<file path="src/inc/lvd_pkg.sv">
// Functional notes
// - reset mode: below level asserts internal reset
// - interrupt mode: below level raises interrupt
// - mode set while above: no reset
// - interrupt path has no settling delay
// - external reset sets interrupt mask
// - low-voltage reset sets reset cause flag
// - interrupt follows flag only in interrupt mode
// - control bits survive low-voltage reset only
`default_nettype none
package lvd_pkg;
   localparam logic [4:0] OFF_CTRL = 5'h00;
   localparam logic [4:0] OFF_LEVEL = 5'h04;
   localparam logic [4:0] OFF_IRQF = 5'h08;
   localparam logic [4:0] OFF_MASK = 5'h0c;
   localparam logic [4:0] OFF_CAUSE = 5'h10;
   localparam int BIT_COMP_EN = 7;
   localparam int BIT_REF_EN = 4;
   localparam int BIT_RST_MODE = 1;
   localparam int BIT_BELOW = 0;
   localparam int BIT_FLAG = 0;
   localparam int LEVEL_W = 3;
   localparam logic [2:0] LEVEL_RESET = 3'h0;
   localparam logic MASK_RESET = 1'b1;
   localparam logic [1:0] RESP_OKAY = 2'h0;
   localparam logic [1:0] RESP_SLVERR = 2'h2;

   typedef struct packed {
      logic comp_en;
      logic ref_en;
      logic rst_mode;
   } ctrl_t;

   typedef struct packed {
      logic ref_on;
      logic cmp_on;
      logic [LEVEL_W-1:0] level;
   } analog_ctl_t;

   localparam ctrl_t CTRL_RESET = '{comp_en: 1'b0, ref_en: 1'b0,
                                    rst_mode: 1'b0};
endpackage : lvd_pkg
`default_nettype wire

</file>
<file path="src/rtl/low_voltage_detect_control.sv">
`timescale 1ns/1ns
`default_nettype none
module low_voltage_detect_control #(
   parameter bit POC_FITTED = 1'b0
) (
   input wire logic aclk,
   input wire logic aresetn,
   input wire logic [4:0] awaddr,
   input wire logic awvalid,
   output logic awready,
   input wire logic [31:0] wdata,
   input wire logic [3:0] wstrb,
   input wire logic wvalid,
   output logic wready,
   output logic [1:0] bresp,
   output logic bvalid,
   input wire logic bready,
   input wire logic [4:0] araddr,
   input wire logic arvalid,
   output logic arready,
   output logic [31:0] rdata,
   output logic [1:0] rresp,
   output logic rvalid,
   input wire logic rready,
   input wire logic comparator_below,
   output logic lowvolt_reset,
   output logic lowvolt_interrupt,
   output lvd_pkg::analog_ctl_t analog_ctl
);
   function automatic logic is_mapped(input logic [4:0] a);
      is_mapped = (a == lvd_pkg::OFF_CTRL) || (a == lvd_pkg::OFF_LEVEL) ||
                  (a == lvd_pkg::OFF_IRQF) || (a == lvd_pkg::OFF_MASK) ||
                  (a == lvd_pkg::OFF_CAUSE);
   endfunction : is_mapped

   logic below_sync;
   lvd_sync u_sync (
      .aclk(aclk),
      .aresetn(aresetn),
      .async_in(comparator_below),
      .sync_out(below_sync)
   );

   // bus state
   logic aw_have_reg, aw_have_next;
   logic [4:0] aw_addr_reg, aw_addr_next;
   logic w_have_reg, w_have_next;
   logic [31:0] w_data_reg, w_data_next;
   logic w_lane_reg, w_lane_next;
   logic awready_reg, awready_next;
   logic wready_reg, wready_next;
   logic bvalid_reg, bvalid_next;
   logic [1:0] bresp_reg, bresp_next;
   logic arready_reg, arready_next;
   logic rvalid_reg, rvalid_next;
   logic [31:0] rdata_reg, rdata_next;
   logic [1:0] rresp_reg, rresp_next;
   logic do_write;

   // detector state
   lvd_pkg::ctrl_t ctrl_reg, ctrl_next;
   logic [lvd_pkg::LEVEL_W-1:0] level_reg, level_next;
   logic below_reg, below_next;
   logic mask_reg, mask_next;
   logic req_reg, req_next;
   logic cause_reg, cause_next;
   logic lvrst_reg, lvrst_next;
   logic intr_reg, intr_next;
   lvd_pkg::analog_ctl_t actl_reg, actl_next;

   function automatic logic [31:0] read_mux(input logic [4:0] a,
      input lvd_pkg::ctrl_t c, input logic [2:0] lv, input logic b,
      input logic m, input logic r, input logic k);
      read_mux = 32'h0;
      case (a)
         lvd_pkg::OFF_CTRL: begin
            read_mux[lvd_pkg::BIT_COMP_EN] = c.comp_en;
            read_mux[lvd_pkg::BIT_REF_EN] = c.ref_en;
            read_mux[lvd_pkg::BIT_RST_MODE] = c.rst_mode;
            read_mux[lvd_pkg::BIT_BELOW] = b;
         end
         lvd_pkg::OFF_LEVEL: read_mux[lvd_pkg::LEVEL_W-1:0] = lv;
         lvd_pkg::OFF_IRQF: read_mux[lvd_pkg::BIT_FLAG] = r;
         lvd_pkg::OFF_MASK: read_mux[lvd_pkg::BIT_FLAG] = m;
         lvd_pkg::OFF_CAUSE: read_mux[lvd_pkg::BIT_FLAG] = k;
         default: read_mux = 32'h0;
      endcase
   endfunction : read_mux

   always_comb begin
      aw_have_next = aw_have_reg;
      aw_addr_next = aw_addr_reg;
      w_have_next = w_have_reg;
      w_data_next = w_data_reg;
      w_lane_next = w_lane_reg;
      bvalid_next = bvalid_reg;
      bresp_next = bresp_reg;
      arready_next = arready_reg;
      rvalid_next = rvalid_reg;
      rdata_next = rdata_reg;
      rresp_next = rresp_reg;
      do_write = 1'b0;
      if (awvalid && awready_reg) begin
         aw_have_next = 1'b1;
         aw_addr_next = awaddr;
      end
      if (wvalid && wready_reg) begin
         w_have_next = 1'b1;
         w_data_next = wdata;
         w_lane_next = wstrb[0];
      end
      if (bvalid_reg && bready) begin
         bvalid_next = 1'b0;
      end
      if (aw_have_reg && w_have_reg && !bvalid_reg) begin
         do_write = 1'b1;
         aw_have_next = 1'b0;
         w_have_next = 1'b0;
         bvalid_next = 1'b1;
         bresp_next = is_mapped(aw_addr_reg) ? lvd_pkg::RESP_OKAY
                                             : lvd_pkg::RESP_SLVERR;
      end
      awready_next = !aw_have_next;
      wready_next = !w_have_next;
      if (arvalid && arready_reg) begin
         arready_next = 1'b0;
         rvalid_next = 1'b1;
         rdata_next = read_mux(araddr, ctrl_reg, level_reg, below_reg,
                               mask_reg, req_reg, cause_reg);
         rresp_next = is_mapped(araddr) ? lvd_pkg::RESP_OKAY
                                        : lvd_pkg::RESP_SLVERR;
      end
      if (rvalid_reg && rready) begin
         rvalid_next = 1'b0;
         arready_next = 1'b1;
      end
      // a new read is taken only once no answer is pending
      arready_next = !rvalid_next;
   end

   always_ff @(posedge aclk) begin
      if (!aresetn) begin
         aw_have_reg <= 1'b0;
         aw_addr_reg <= 5'h00;
         w_have_reg <= 1'b0;
         w_data_reg <= 32'h0;
         w_lane_reg <= 1'b0;
         awready_reg <= 1'b0;
         wready_reg <= 1'b0;
         bvalid_reg <= 1'b0;
         bresp_reg <= lvd_pkg::RESP_OKAY;
         arready_reg <= 1'b0;
         rvalid_reg <= 1'b0;
         rdata_reg <= 32'h0;
         rresp_reg <= lvd_pkg::RESP_OKAY;
      end else begin
         aw_have_reg <= aw_have_next;
         aw_addr_reg <= aw_addr_next;
         w_have_reg <= w_have_next;
         w_data_reg <= w_data_next;
         w_lane_reg <= w_lane_next;
         awready_reg <= awready_next;
         wready_reg <= wready_next;
         bvalid_reg <= bvalid_next;
         bresp_reg <= bresp_next;
         arready_reg <= arready_next;
         rvalid_reg <= rvalid_next;
         rdata_reg <= rdata_next;
         rresp_reg <= rresp_next;
      end
   end

   always_comb begin
      logic wr;
      wr = do_write && w_lane_reg;
      ctrl_next = ctrl_reg;
      level_next = level_reg;
      mask_next = mask_reg;
      req_next = req_reg;
      cause_next = cause_reg;
      if (wr && aw_addr_reg == lvd_pkg::OFF_CTRL) begin
         ctrl_next.comp_en = w_data_reg[lvd_pkg::BIT_COMP_EN];
         ctrl_next.ref_en = w_data_reg[lvd_pkg::BIT_REF_EN];
         ctrl_next.rst_mode = w_data_reg[lvd_pkg::BIT_RST_MODE];
      end
      if (wr && aw_addr_reg == lvd_pkg::OFF_LEVEL) begin
         level_next = w_data_reg[lvd_pkg::LEVEL_W-1:0];
      end
      if (wr && aw_addr_reg == lvd_pkg::OFF_MASK) begin
         mask_next = w_data_reg[lvd_pkg::BIT_FLAG];
      end
      if (wr && aw_addr_reg == lvd_pkg::OFF_IRQF &&
          !w_data_reg[lvd_pkg::BIT_FLAG]) begin
         req_next = 1'b0;
      end
      if (wr && aw_addr_reg == lvd_pkg::OFF_CAUSE &&
          !w_data_reg[lvd_pkg::BIT_FLAG]) begin
         cause_next = 1'b0;
      end
      // a low-voltage reset re-masks the request but keeps ctrl_reg
      if (lvrst_reg) begin
         mask_next = lvd_pkg::MASK_RESET;
         req_next = 1'b0;
      end
      // hardware sets win over software clears
      if (intr_reg) begin
         req_next = 1'b1;
      end
      if (lvrst_reg) begin
         cause_next = 1'b1;
      end
      below_next = ctrl_reg.comp_en && below_sync;
      lvrst_next = ctrl_reg.comp_en && ctrl_reg.rst_mode && below_reg;
      intr_next = ctrl_reg.comp_en && !ctrl_reg.rst_mode && below_reg;
      actl_next.ref_on = ctrl_reg.ref_en || POC_FITTED;
      actl_next.cmp_on = ctrl_reg.comp_en;
      actl_next.level = level_reg;
   end

   always_ff @(posedge aclk) begin
      if (!aresetn) begin
         ctrl_reg <= lvd_pkg::CTRL_RESET;
         level_reg <= lvd_pkg::LEVEL_RESET;
         mask_reg <= lvd_pkg::MASK_RESET;
         req_reg <= 1'b0;
         cause_reg <= 1'b0;
         below_reg <= 1'b0;
         lvrst_reg <= 1'b0;
         intr_reg <= 1'b0;
         actl_reg <= '0;
      end else begin
         ctrl_reg <= ctrl_next;
         level_reg <= level_next;
         mask_reg <= mask_next;
         req_reg <= req_next;
         cause_reg <= cause_next;
         below_reg <= below_next;
         lvrst_reg <= lvrst_next;
         intr_reg <= intr_next;
         actl_reg <= actl_next;
      end
   end

   assign awready = awready_reg;
   assign wready = wready_reg;
   assign bvalid = bvalid_reg;
   assign bresp = bresp_reg;
   assign arready = arready_reg;
   assign rvalid = rvalid_reg;
   assign rdata = rdata_reg;
   assign rresp = rresp_reg;
   assign lowvolt_reset = lvrst_reg;
   assign lowvolt_interrupt = intr_reg;
   assign analog_ctl = actl_reg;
endmodule : low_voltage_detect_control
`default_nettype wire

</file>
<file path="src/rtl/lvd_sync.sv">
`timescale 1ns/1ns
`default_nettype none
module lvd_sync (
   input wire logic aclk,
   input wire logic aresetn,
   input wire logic async_in,
   output logic sync_out
);
   logic meta_reg;
   logic meta_next;
   logic sync_reg;
   logic sync_next;

   always_comb begin
      meta_next = async_in;
      sync_next = meta_reg;
   end

   always_ff @(posedge aclk) begin
      if (!aresetn) begin
         meta_reg <= 1'b0;
         sync_reg <= 1'b0;
      end else begin
         meta_reg <= meta_next;
         sync_reg <= sync_next;
      end
   end

   assign sync_out = sync_reg;
endmodule : lvd_sync
`default_nettype wire

</file>
<file path="config.mk">
export PLATFORM = sky130hd
export DESIGN_NAME = low_voltage_detect_control
export DESIGN_NICKNAME = d
export VERILOG_FILES = /design/src/inc/lvd_pkg.sv /design/src/rtl/low_voltage_detect_control.sv /design/src/rtl/lvd_sync.sv
export SDC_FILE = /design/constraint.sdc
export NUM_CORES = 1
export LEC_CHECK = 0
export BUFFER_PORTS_ARGS = -buffer_cell sky130_fd_sc_hd__buf_4
export CORE_MARGIN = 10
export CORE_UTILIZATION = 47
export DETAILED_ROUTE_END_ITERATION = 10
export GPL_ROUTABILITY_DRIVEN = 0
export PLACE_DENSITY = 0.89
export SYNTH_ARGS = -nofsm -noshare
export SYNTH_HDL_FRONTEND = slang
export SYNTH_SLANG_ARGS = --single-unit
</file>
<file path="constraint.sdc">
create_clock -name aclk -period 4.4 [get_ports aclk]
set_input_delay 0.44 -clock aclk [delete_from_list [all_inputs] [get_ports aclk]]
set_output_delay 0.44 -clock aclk [all_outputs]
set_load 0.02 [all_outputs]
</file>
==> results_tabular.tex, run 1 <==
\begin{tabular}{lr}
\hline
Metric & Value \\
\hline
\multicolumn{2}{l}{\textbf{Outcome}} \\
Outcome & finished, final reports clean \\
\multicolumn{2}{l}{\textbf{Clocking}} \\
Clk Latency, worst-skew pair & around 290 ps \\
Setup fix buffers added after clock tree synthesis & 0 \\
CTS Buffer Depth & 2 \\
Clock transition at the register clock pins on the worst setup and hold paths after CTS & 70 ps \\
H-Tree Level Count & 2 \\
CTS tree & done \\
Number of clock buffers inserted by TritonCTS & 5 \\
Clk Tree Root Cell & clkbuf\_8 \\
Total number of clock tree sinks & 44 \\
Cells resized by post-CTS repair & 0 \\
Number of buffers added to fix hold violations after cts & 0 \\
\multicolumn{2}{l}{\textbf{Yosys}} \\
Cell types occupying the most area after synthesis & dfxtp\_1 (48\%), buf\_4 (12\%), nand2\_1 (6.7\%) \\
Yosys warning count & 0 \\
Average cell area after synthesis & 8.66 um2 \\
Synth area leader & dfxtp\_1 \\
Post-synthesis async set-or-reset flop share & 0\% \\
Yosys top cell area share & 47.5\% \\
Primary FF master, synth & dfxtp\_1 \\
Distinct cell type count of the synthesized netlist & 32 \\
Post-synthesis register bit count & 44 \\
Number of enable flip-flop cells after synthesis & 0 \\
Post-synthesis instance total & 214 \\
Most instantiated library cell after synthesis & dfxtp\_1 \\
Post-synthesis sequential area ratio & 47.5\% \\
Area of the mapped netlist & approximately 1900 um2 \\
Most frequent cells after synthesis & dfxtp\_1 (44), nand2\_1 (33), buf\_4 (29), a21oi\_1 (20), nand3\_1 (14) \\
\multicolumn{2}{l}{\textbf{Timing}} \\
Final hold vios & 0 \\
Aggregate negative setup slack & 0 ps \\
Worst Skew & 3.50 ps \\
FMAX & 604 MHz \\
\# setup viols final & 0 \\
Crit share post-route & 37.6\% \\
Time the final worst path needs with I/O delays and setup & 1660 ps \\
Total count of max-transition violations in the final report & 0 \\
Tightest Pin Transition & $\sim$700 ps \\
Setup repair after global routing missed its margin & no \\
Worst max-slew margin expressed relative to the limit & 53.0\% \\
\multicolumn{2}{l}{\textbf{Detailed routing}} \\
Routed WL & 4.01 mm \\
Routed wirelength normalized by instance count & 13.3 um \\
Starting DRC count in detailed routing & 58 \\
Detailed Routing Iterations Pass 1 & 4 \\
Antenna-violating nets left & 0 \\
DRC violation count after routing & 0 \\
Vias post-DR & 1456 \\
Via/cell ratio & approximately 4.8 \\
\multicolumn{2}{l}{\textbf{Finish}} \\
Fraction of layout instances using a drive strength above 1 & between 20\% and 30\% \\
Net count of the finished layout & 307 \\
Final Instance Area & 2170 um2 \\
Filler Cell Count & 350 \\
Final antenna diode count & 0 \\
Sequential cell area & 881 um2 \\
Area of combinational cells with multiple inputs & between 700 and 800 um2 \\
Synth-to-Final Area Change & 17.4\% \\
\multicolumn{2}{l}{\textbf{Global routing}} \\
Total grt overflow & 0 \\
Number of global-route vias before repair & 1437 \\
Global-route wire length before repair & 6.39 mm \\
GRT Overall Usage & 12.0\% \\
Number of antenna violations at the first check in global routing & 0 \\
Pin count of the biggest net entering global routing & 23 \\
\multicolumn{2}{l}{\textbf{Run}} \\
MaxCap Viol Count & 0 \\
\multicolumn{2}{l}{\textbf{Die}} \\
Die Ht & about 83 um \\
Site row count & 22 \\
Number of placed I/O pins & around 100 \\
Die Outline Area & $\sim$6900 um2 \\
Core Box Area & 3740 um2 \\
Initial Utilization & 49.5\% \\
Horizontal extent of the die & 82.8 um \\
\multicolumn{2}{l}{\textbf{Pwr}} \\
Portion of total power attributed to combinational logic & 11.6\% \\
Register share of total power & a little over half \\
Share of power burned in the clock network & roughly a third \\
Sw Ratio & between 20\% and 30\% \\
Internal power consumption & roughly 0.58 mW \\
Reported leakage power & 0.988 nW \\
Worst ir drop on vdd & 0.000231 V \\
Power spent charging and discharging nets & 0.191 mW \\
Power per cell area & 355 nW/um2 \\
Total power consumption of the routed design & 0.773 mW \\
\multicolumn{2}{l}{\textbf{Critical path}} \\
Slowest Stage Delay on Critical Path & 450 ps \\
Cells traversed along the worst timing path & or3\_4, o31a\_2, or4\_1 \\
Slowest cell on the critical path & or4\_1 \\
Critical Path Sink Type & flop \\
Critical Path Fanout Max & 5 \\
Worst EP required & 4570 ps \\
WS Path Type & reg2reg \\
Setup crit start kind & flop \\
Arrival time at the worst endpoint & 1830 ps \\
\multicolumn{2}{l}{\textbf{Place}} \\
Standard cell area after detailed placement & 2080 um2 \\
Sum of net half-perimeters after detailed placement & 3.25 mm \\
Quantity of I/O buffers inserted on ports & 42 \\
\multicolumn{2}{l}{\textbf{Min path}} \\
Min-delay worst type & in2reg \\
\hline
\end{tabular}
==> power groups by stage <==
stage          registers (mW)  logic, mW  clock network, mW
6_report                0.421     0.0899              0.261
4_1_cts                 0.421     0.0892              0.271
2_1_floorplan           0.432     0.0744                  0
5_1_grt                 0.423     0.0991              0.290
3_5_place_dp            0.430     0.0891                  0
3_3_place_gp            0.430     0.0870                  0
==> cells by family after synthesis <==
group | synth area share (%)
AOI/OAI and AO/OA | 9.52
other | 0.202
buffers and inverters | 15.2
and+or+nand+nor | 22.6
DFF | 47.5
muxes | 5.00
==> area by class of cell <==
type,instances,share of cell area [%]
well taps,48,2.76
clock buffers,7,4.43
flip-flops and latches,44,40.5
inverters,7,1.21
multi-input cells,153,36.6
repair buffers,42,14.5
==> stage by stage <==
| step | setup slack [ps] | std cells | util (%) | hold slack, ps |
|---|---|---|---|---|
| final | 2740 | 301 | 58.1 | 357 |
| after global routing | 2670 | 301 | 58.1 | 342 |
| after CTS | 2740 | 301 | 58.1 | 348 |
| after detailed placement | 2690 | 294 | 55.5 | 428 |
| after global placement | 2700 | 294 | 55.5 | 414 |
| after floorplan | 2810 | 242 | - | 412 |
==> worst paths after layout <==
path | from | to | slack [ps] | cells after the start
max reg2reg | aw_addr_reg[4] | mask_reg | 2740 | 3
max | aw_addr_reg[4] | mask_reg | 2740 | 3
min | comparator_below | u_sync.meta_reg | 360 | 2
min reg2reg | u_sync.meta_reg | u_sync.sync_out | 440 | 1
==> critical path, delay by kind of cell (launching register included) <==
family             cells  cell delay (ps)
and+or+nand+nor        2              870
AOI/OAI and AO/OA      1              330
DFF                    1              340
==> layer usage <==
metal | up-vias | wire length [um] | GRT usage, % | part of all wire [%]
li1 | 744 | - | - | -
met1 | 646 | 1660 | 13.5 | 41
met2 | 58 | 1920 | 19.8 | 48
met3 | 8 | 372 | 4.96 | 9.3
met4 | 0 | 63 | 4.52 | 1.6
met5 | - | 0 | 0 | 0
==> layout by cell type (no fill, tap or decap), drive strengths merged, types with 2 or more instances in the layout <==
master	Yosys	routed
nand2b	2	2
and3	2	2
nand3	14	14
nor2	9	9
dfxtp	44	44
mux2	2	2
o21ai	5	5
clkbuf	6	7
buf	32	42
inv	7	7
mux2i	7	7
conb	1	29
and2	4	4
a31oi	4	4
nand4	3	3
nand2	33	33
nand3b	3	3
a21oi	20	20
nor4	4	4
No activity file was read; power rests on OpenSTA's default activity.
==> run 2, diff against run 1 <==
--- a/config.mk
+++ b/config.mk
@@ -5,12 +5,13 @@
 export SDC_FILE = /design/constraint.sdc
 export NUM_CORES = 1
 export LEC_CHECK = 0
+export ABC_AREA = 1
 export BUFFER_PORTS_ARGS = -buffer_cell sky130_fd_sc_hd__buf_4
 export CORE_MARGIN = 10
-export CORE_UTILIZATION = 47
+export CORE_UTILIZATION = 44
 export DETAILED_ROUTE_END_ITERATION = 10
 export GPL_ROUTABILITY_DRIVEN = 0
-export PLACE_DENSITY = 0.89
+export PLACE_DENSITY = 0.84
 export SYNTH_ARGS = -nofsm -noshare
 export SYNTH_HDL_FRONTEND = slang
 export SYNTH_SLANG_ARGS = --single-unit
==> constraint.sdc (replaced) <==
create_clock -name aclk -period 1.65 [get_ports aclk]
set_input_delay 0.165 -clock aclk [delete_from_list [all_inputs] [get_ports aclk]]
set_output_delay 0.165 -clock aclk [all_outputs]
set_load 0.02 [all_outputs]
==> results_tabular.tex, run 2 <==
\begin{tabular}{lr}
\hline
Metric & Value \\
\hline
\multicolumn{2}{l}{\textbf{Outcome}} \\
Outcome & finished, final reports clean \\
\multicolumn{2}{l}{\textbf{Critical path}} \\
Cells traversed along the worst timing path & inv\_1, nand3\_4, nor2\_8, nand3b\_2, o21ai\_0, a21oi\_1 \\
Worst path buffer plus inverter count & 1 (+1) \\
Setup crit start kind & flop \\
Slowest cell on the critical path & dfxtp\_1 \\
Critical Path Sink Type & flop \\
Worst EP required & 1840 ps (-2730 ps) \\
Slowest Stage Delay on Critical Path & 320 ps (-130 ps) \\
WS Path Type & reg2reg \\
Arrival time at the worst endpoint & 1410 ps (-420 ps) \\
Critical Path Fanout Max & 6 (+1) \\
CP top delay family & simple AND/OR/NAND/NOR gates \\
\multicolumn{2}{l}{\textbf{Clocking}} \\
Number of buffers added to fix hold violations after cts & 0 (unchanged) \\
CTS tree & done \\
Cells resized by post-CTS repair & 0 (unchanged) \\
Setup fix buffers added after clock tree synthesis & 0 (unchanged) \\
CTS Buffer Depth & 2 (unchanged) \\
Clk Tree Root Cell & clkbuf\_8 \\
Total number of clock tree sinks & 44 (unchanged) \\
H-Tree Level Count & 2 (unchanged) \\
Clk Latency, worst-skew pair & 290 ps (about the same) \\
Clock transition at the register clock pins on the worst setup and hold paths after CTS & 80 ps (about the same) \\
Number of clock buffers inserted by TritonCTS & 5 (unchanged) \\
\multicolumn{2}{l}{\textbf{Finish}} \\
Top library cells by usage in the layout, fill and taps aside & dfxtp\_1 (44), nor2\_1 (42), buf\_4 (42) \\
Fraction of layout instances using a drive strength above 1 & 18.4\% (-2.9 points) \\
Area of combinational cells with multiple inputs & 738 um2 (-7.2\%) \\
Final antenna diode count & 0 (unchanged) \\
Most common cell after layout, fill and taps aside & dfxtp\_1 \\
Filler Cell Count & 424 (+21\%) \\
Synth-to-Final Area Change & 17.8\% \\
Utilization after layout & 54.5\% (-3.6 points) \\
Sequential cell area & 881 um2 (unchanged) \\
Net count of the finished layout & 346 (+13\%) \\
Final Instance Area & 2230 um2 (+2.4\%) \\
\multicolumn{2}{l}{\textbf{Die}} \\
Site row count & 23 (+4.5\%) \\
Horizontal extent of the die & 85.5 um (+3.3\%) \\
Core Box Area & 4090 um2 (+9.2\%) \\
Die Ht & 85.5 um (+3.3\%) \\
Initial Utilization & 46.2\% (-3.3 points) \\
Number of placed I/O pins & 102 (unchanged) \\
Die Outline Area & 7310 um2 (+6.7\%) \\
\multicolumn{2}{l}{\textbf{Timing}} \\
Worst-case hold slack & 48.9 ps (-309 ps) \\
Time the final worst path needs with I/O delays and setup & 1220 ps (-437 ps) \\
\# setup viols final & 0 (unchanged) \\
Final hold vios & 0 (unchanged) \\
Crit share post-route & 73.9\% (+36 points) \\
FMAX & 820 MHz (+36\%) \\
Total count of max-transition violations in the final report & 0 (unchanged) \\
Setup repair after global routing missed its margin & no \\
Worst max-slew margin expressed relative to the limit & 62.3\% (+9.3 points) \\
Worst Skew & 2.07 ps (-1.43 ps) \\
Tightest Pin Transition & 561 ps (-139 ps) \\
Aggregate negative setup slack & 0 ps (unchanged) \\
\multicolumn{2}{l}{\textbf{Detailed routing}} \\
Via/cell ratio & 4.39 (-9.2\%) \\
Detailed Routing Iterations Pass 1 & 4 (unchanged) \\
Vias post-DR & 1506 (+3.4\%) \\
Routed WL & 4.06 mm (+1.3\%) \\
Starting DRC count in detailed routing & 40 (-31\%) \\
Antenna-violating nets left & 0 (unchanged) \\
Routed wirelength normalized by instance count & 11.8 um (-11\%) \\
DRC violation count after routing & 0 (unchanged) \\
\multicolumn{2}{l}{\textbf{Yosys}} \\
Yosys warning count & 0 (unchanged) \\
Main combinational cell family by area after synthesis & simple AND/OR/NAND/NOR gates \\
Area share of xor/xnor cells in the synthesized design & 0\% (unchanged) \\
Synth area leader & dfxtp\_1 \\
Post-synthesis sequential area ratio & 46.6\% (-0.91 points) \\
Most frequent cells after synthesis & dfxtp\_1 (44), nor2\_1 (42), inv\_1 (36), nand2\_1 (33), buf\_4 (29) \\
Number of enable flip-flop cells after synthesis & 0 (unchanged) \\
Post-synthesis instance total & 248 (+16\%) \\
Primary FF master, synth & dfxtp\_1 \\
Share of synthesized cell area in and, or, nand and nor gates & 21.9\% (-0.63 points) \\
Area of the mapped netlist & 1890 um2 (+2.0\%) \\
Share of synthesized area spent on multiplexers & 0\% (-5.0 points) \\
Average cell area after synthesis & 7.62 um2 (-12\%) \\
Cell types occupying the most area after synthesis & dfxtp\_1 (47\%), buf\_4 (12\%), nor2\_1 (8.3\%) \\
Post-synthesis async set-or-reset flop share & 0\% (unchanged) \\
Post-synthesis register bit count & 44 (unchanged) \\
Distinct cell type count of the synthesized netlist & 22 (-31\%) \\
Adder and majority cell fraction of the synthesized area & 0\% (unchanged) \\
Yosys top cell area share & 46.6\% (-0.91 points) \\
Most instantiated library cell after synthesis & dfxtp\_1 \\
Post-synthesis compound-gate area fraction & 11.4\% (+1.9 points) \\
\multicolumn{2}{l}{\textbf{Global routing}} \\
GRT Overall Usage & 11.2\% (-0.79 points) \\
Number of antenna violations at the first check in global routing & 0 (unchanged) \\
Number of global-route vias before repair & 1584 (+10\%) \\
Pin count of the biggest net entering global routing & 30 (+30\%) \\
Global-route wire length before repair & 6.81 mm (+6.6\%) \\
Total grt overflow & 0 (unchanged) \\
\multicolumn{2}{l}{\textbf{Run}} \\
MaxCap Viol Count & 0 (unchanged) \\
\multicolumn{2}{l}{\textbf{Place}} \\
Standard cell area after detailed placement & 2140 um2 (+2.8\%) \\
Quantity of I/O buffers inserted on ports & 42 (unchanged) \\
Sum of net half-perimeters after detailed placement & 3.16 mm (-2.9\%) \\
\multicolumn{2}{l}{\textbf{Pwr}} \\
Power per cell area & 954 nW/um2 (+170\%) \\
Worst ir drop on vdd & 0.000540 V (+130\%) \\
Reported leakage power & 1.12 nW (+14\%) \\
Total power consumption of the routed design & 2.12 mW (+170\%) \\
\multicolumn{2}{l}{\textbf{Min path}} \\
Min-delay worst type & in2reg \\
\hline
\end{tabular}
[run 2: cell count changes after synthesis, sizes merged, moves of 4 or more]
cell,delta
nor2,+34
inv,+29
o21ai,+19
nand3,-8
mux2i,-7
clkbuf,-5
a21oi,-4
a31oi,-4
and2,-4
[run 2: layout make-up]
type	instances	area share, %
Timing Repair Buffer	42	14.2
Inverter	37	6.24
Tap cell	50	2.81
Clock buffer	8	4.05
Sequential cell	44	39.6
Multi-Input combinational cell	162	33.2
[run 2: final timing paths]
path	start	to	slack [ps]	depth (start not counted)
max	bvalid	level_reg[1]	430	6
min	comparator_below	u_sync.meta_reg	50	3
max reg2reg	bvalid	level_reg[1]	430	6
min reg2reg	u_sync.sync_out	below_reg	420	2
[run 2: metrics by stage]
step | cells | worst slack [ps]
CTS | 343 | 401
global route | 343 | 304
floorplan | 276 | 508
finish | 343 | 430
global placement | 335 | 511
detailed placement | 335 | 466
[run 2: layer usage]
metal	GRT usage [%]	share of wire, %	vias to the layer above
met1	12.1	43	640
met5	0	0	-
li1	-	-	801
met4	4.94	1.3	0
met2	18.1	45	58
met3	5.58	10	7
[run 2: where the power goes]
part | total [mW] | switching (mW) | internal, mW
clock | 0.690 | 0.349 | 0.342
combinational | 0.300 | 0.198 | 0.101
sequential | 1.13 | 0.0259 | 1.11
[run 2: worst reg2reg max path, delay by kind of cell (launching register included)]
kind / cells / cell delay, ps
compound gates: 2 / 280
flops: 1 / 320
simple gates: 3 / 410
buf+inv: 1 / 100
[run 2: logic make-up (layout without fill, tap and decap cells)]
kind of cell / count (synthesis) / after routing
and+or+nand+nor: 91 / 91
AOI/OAI and AO/OA: 42 / 42
buffers and inverters: 70 / 87
DFF: 44 / 44
other: 1 / 29
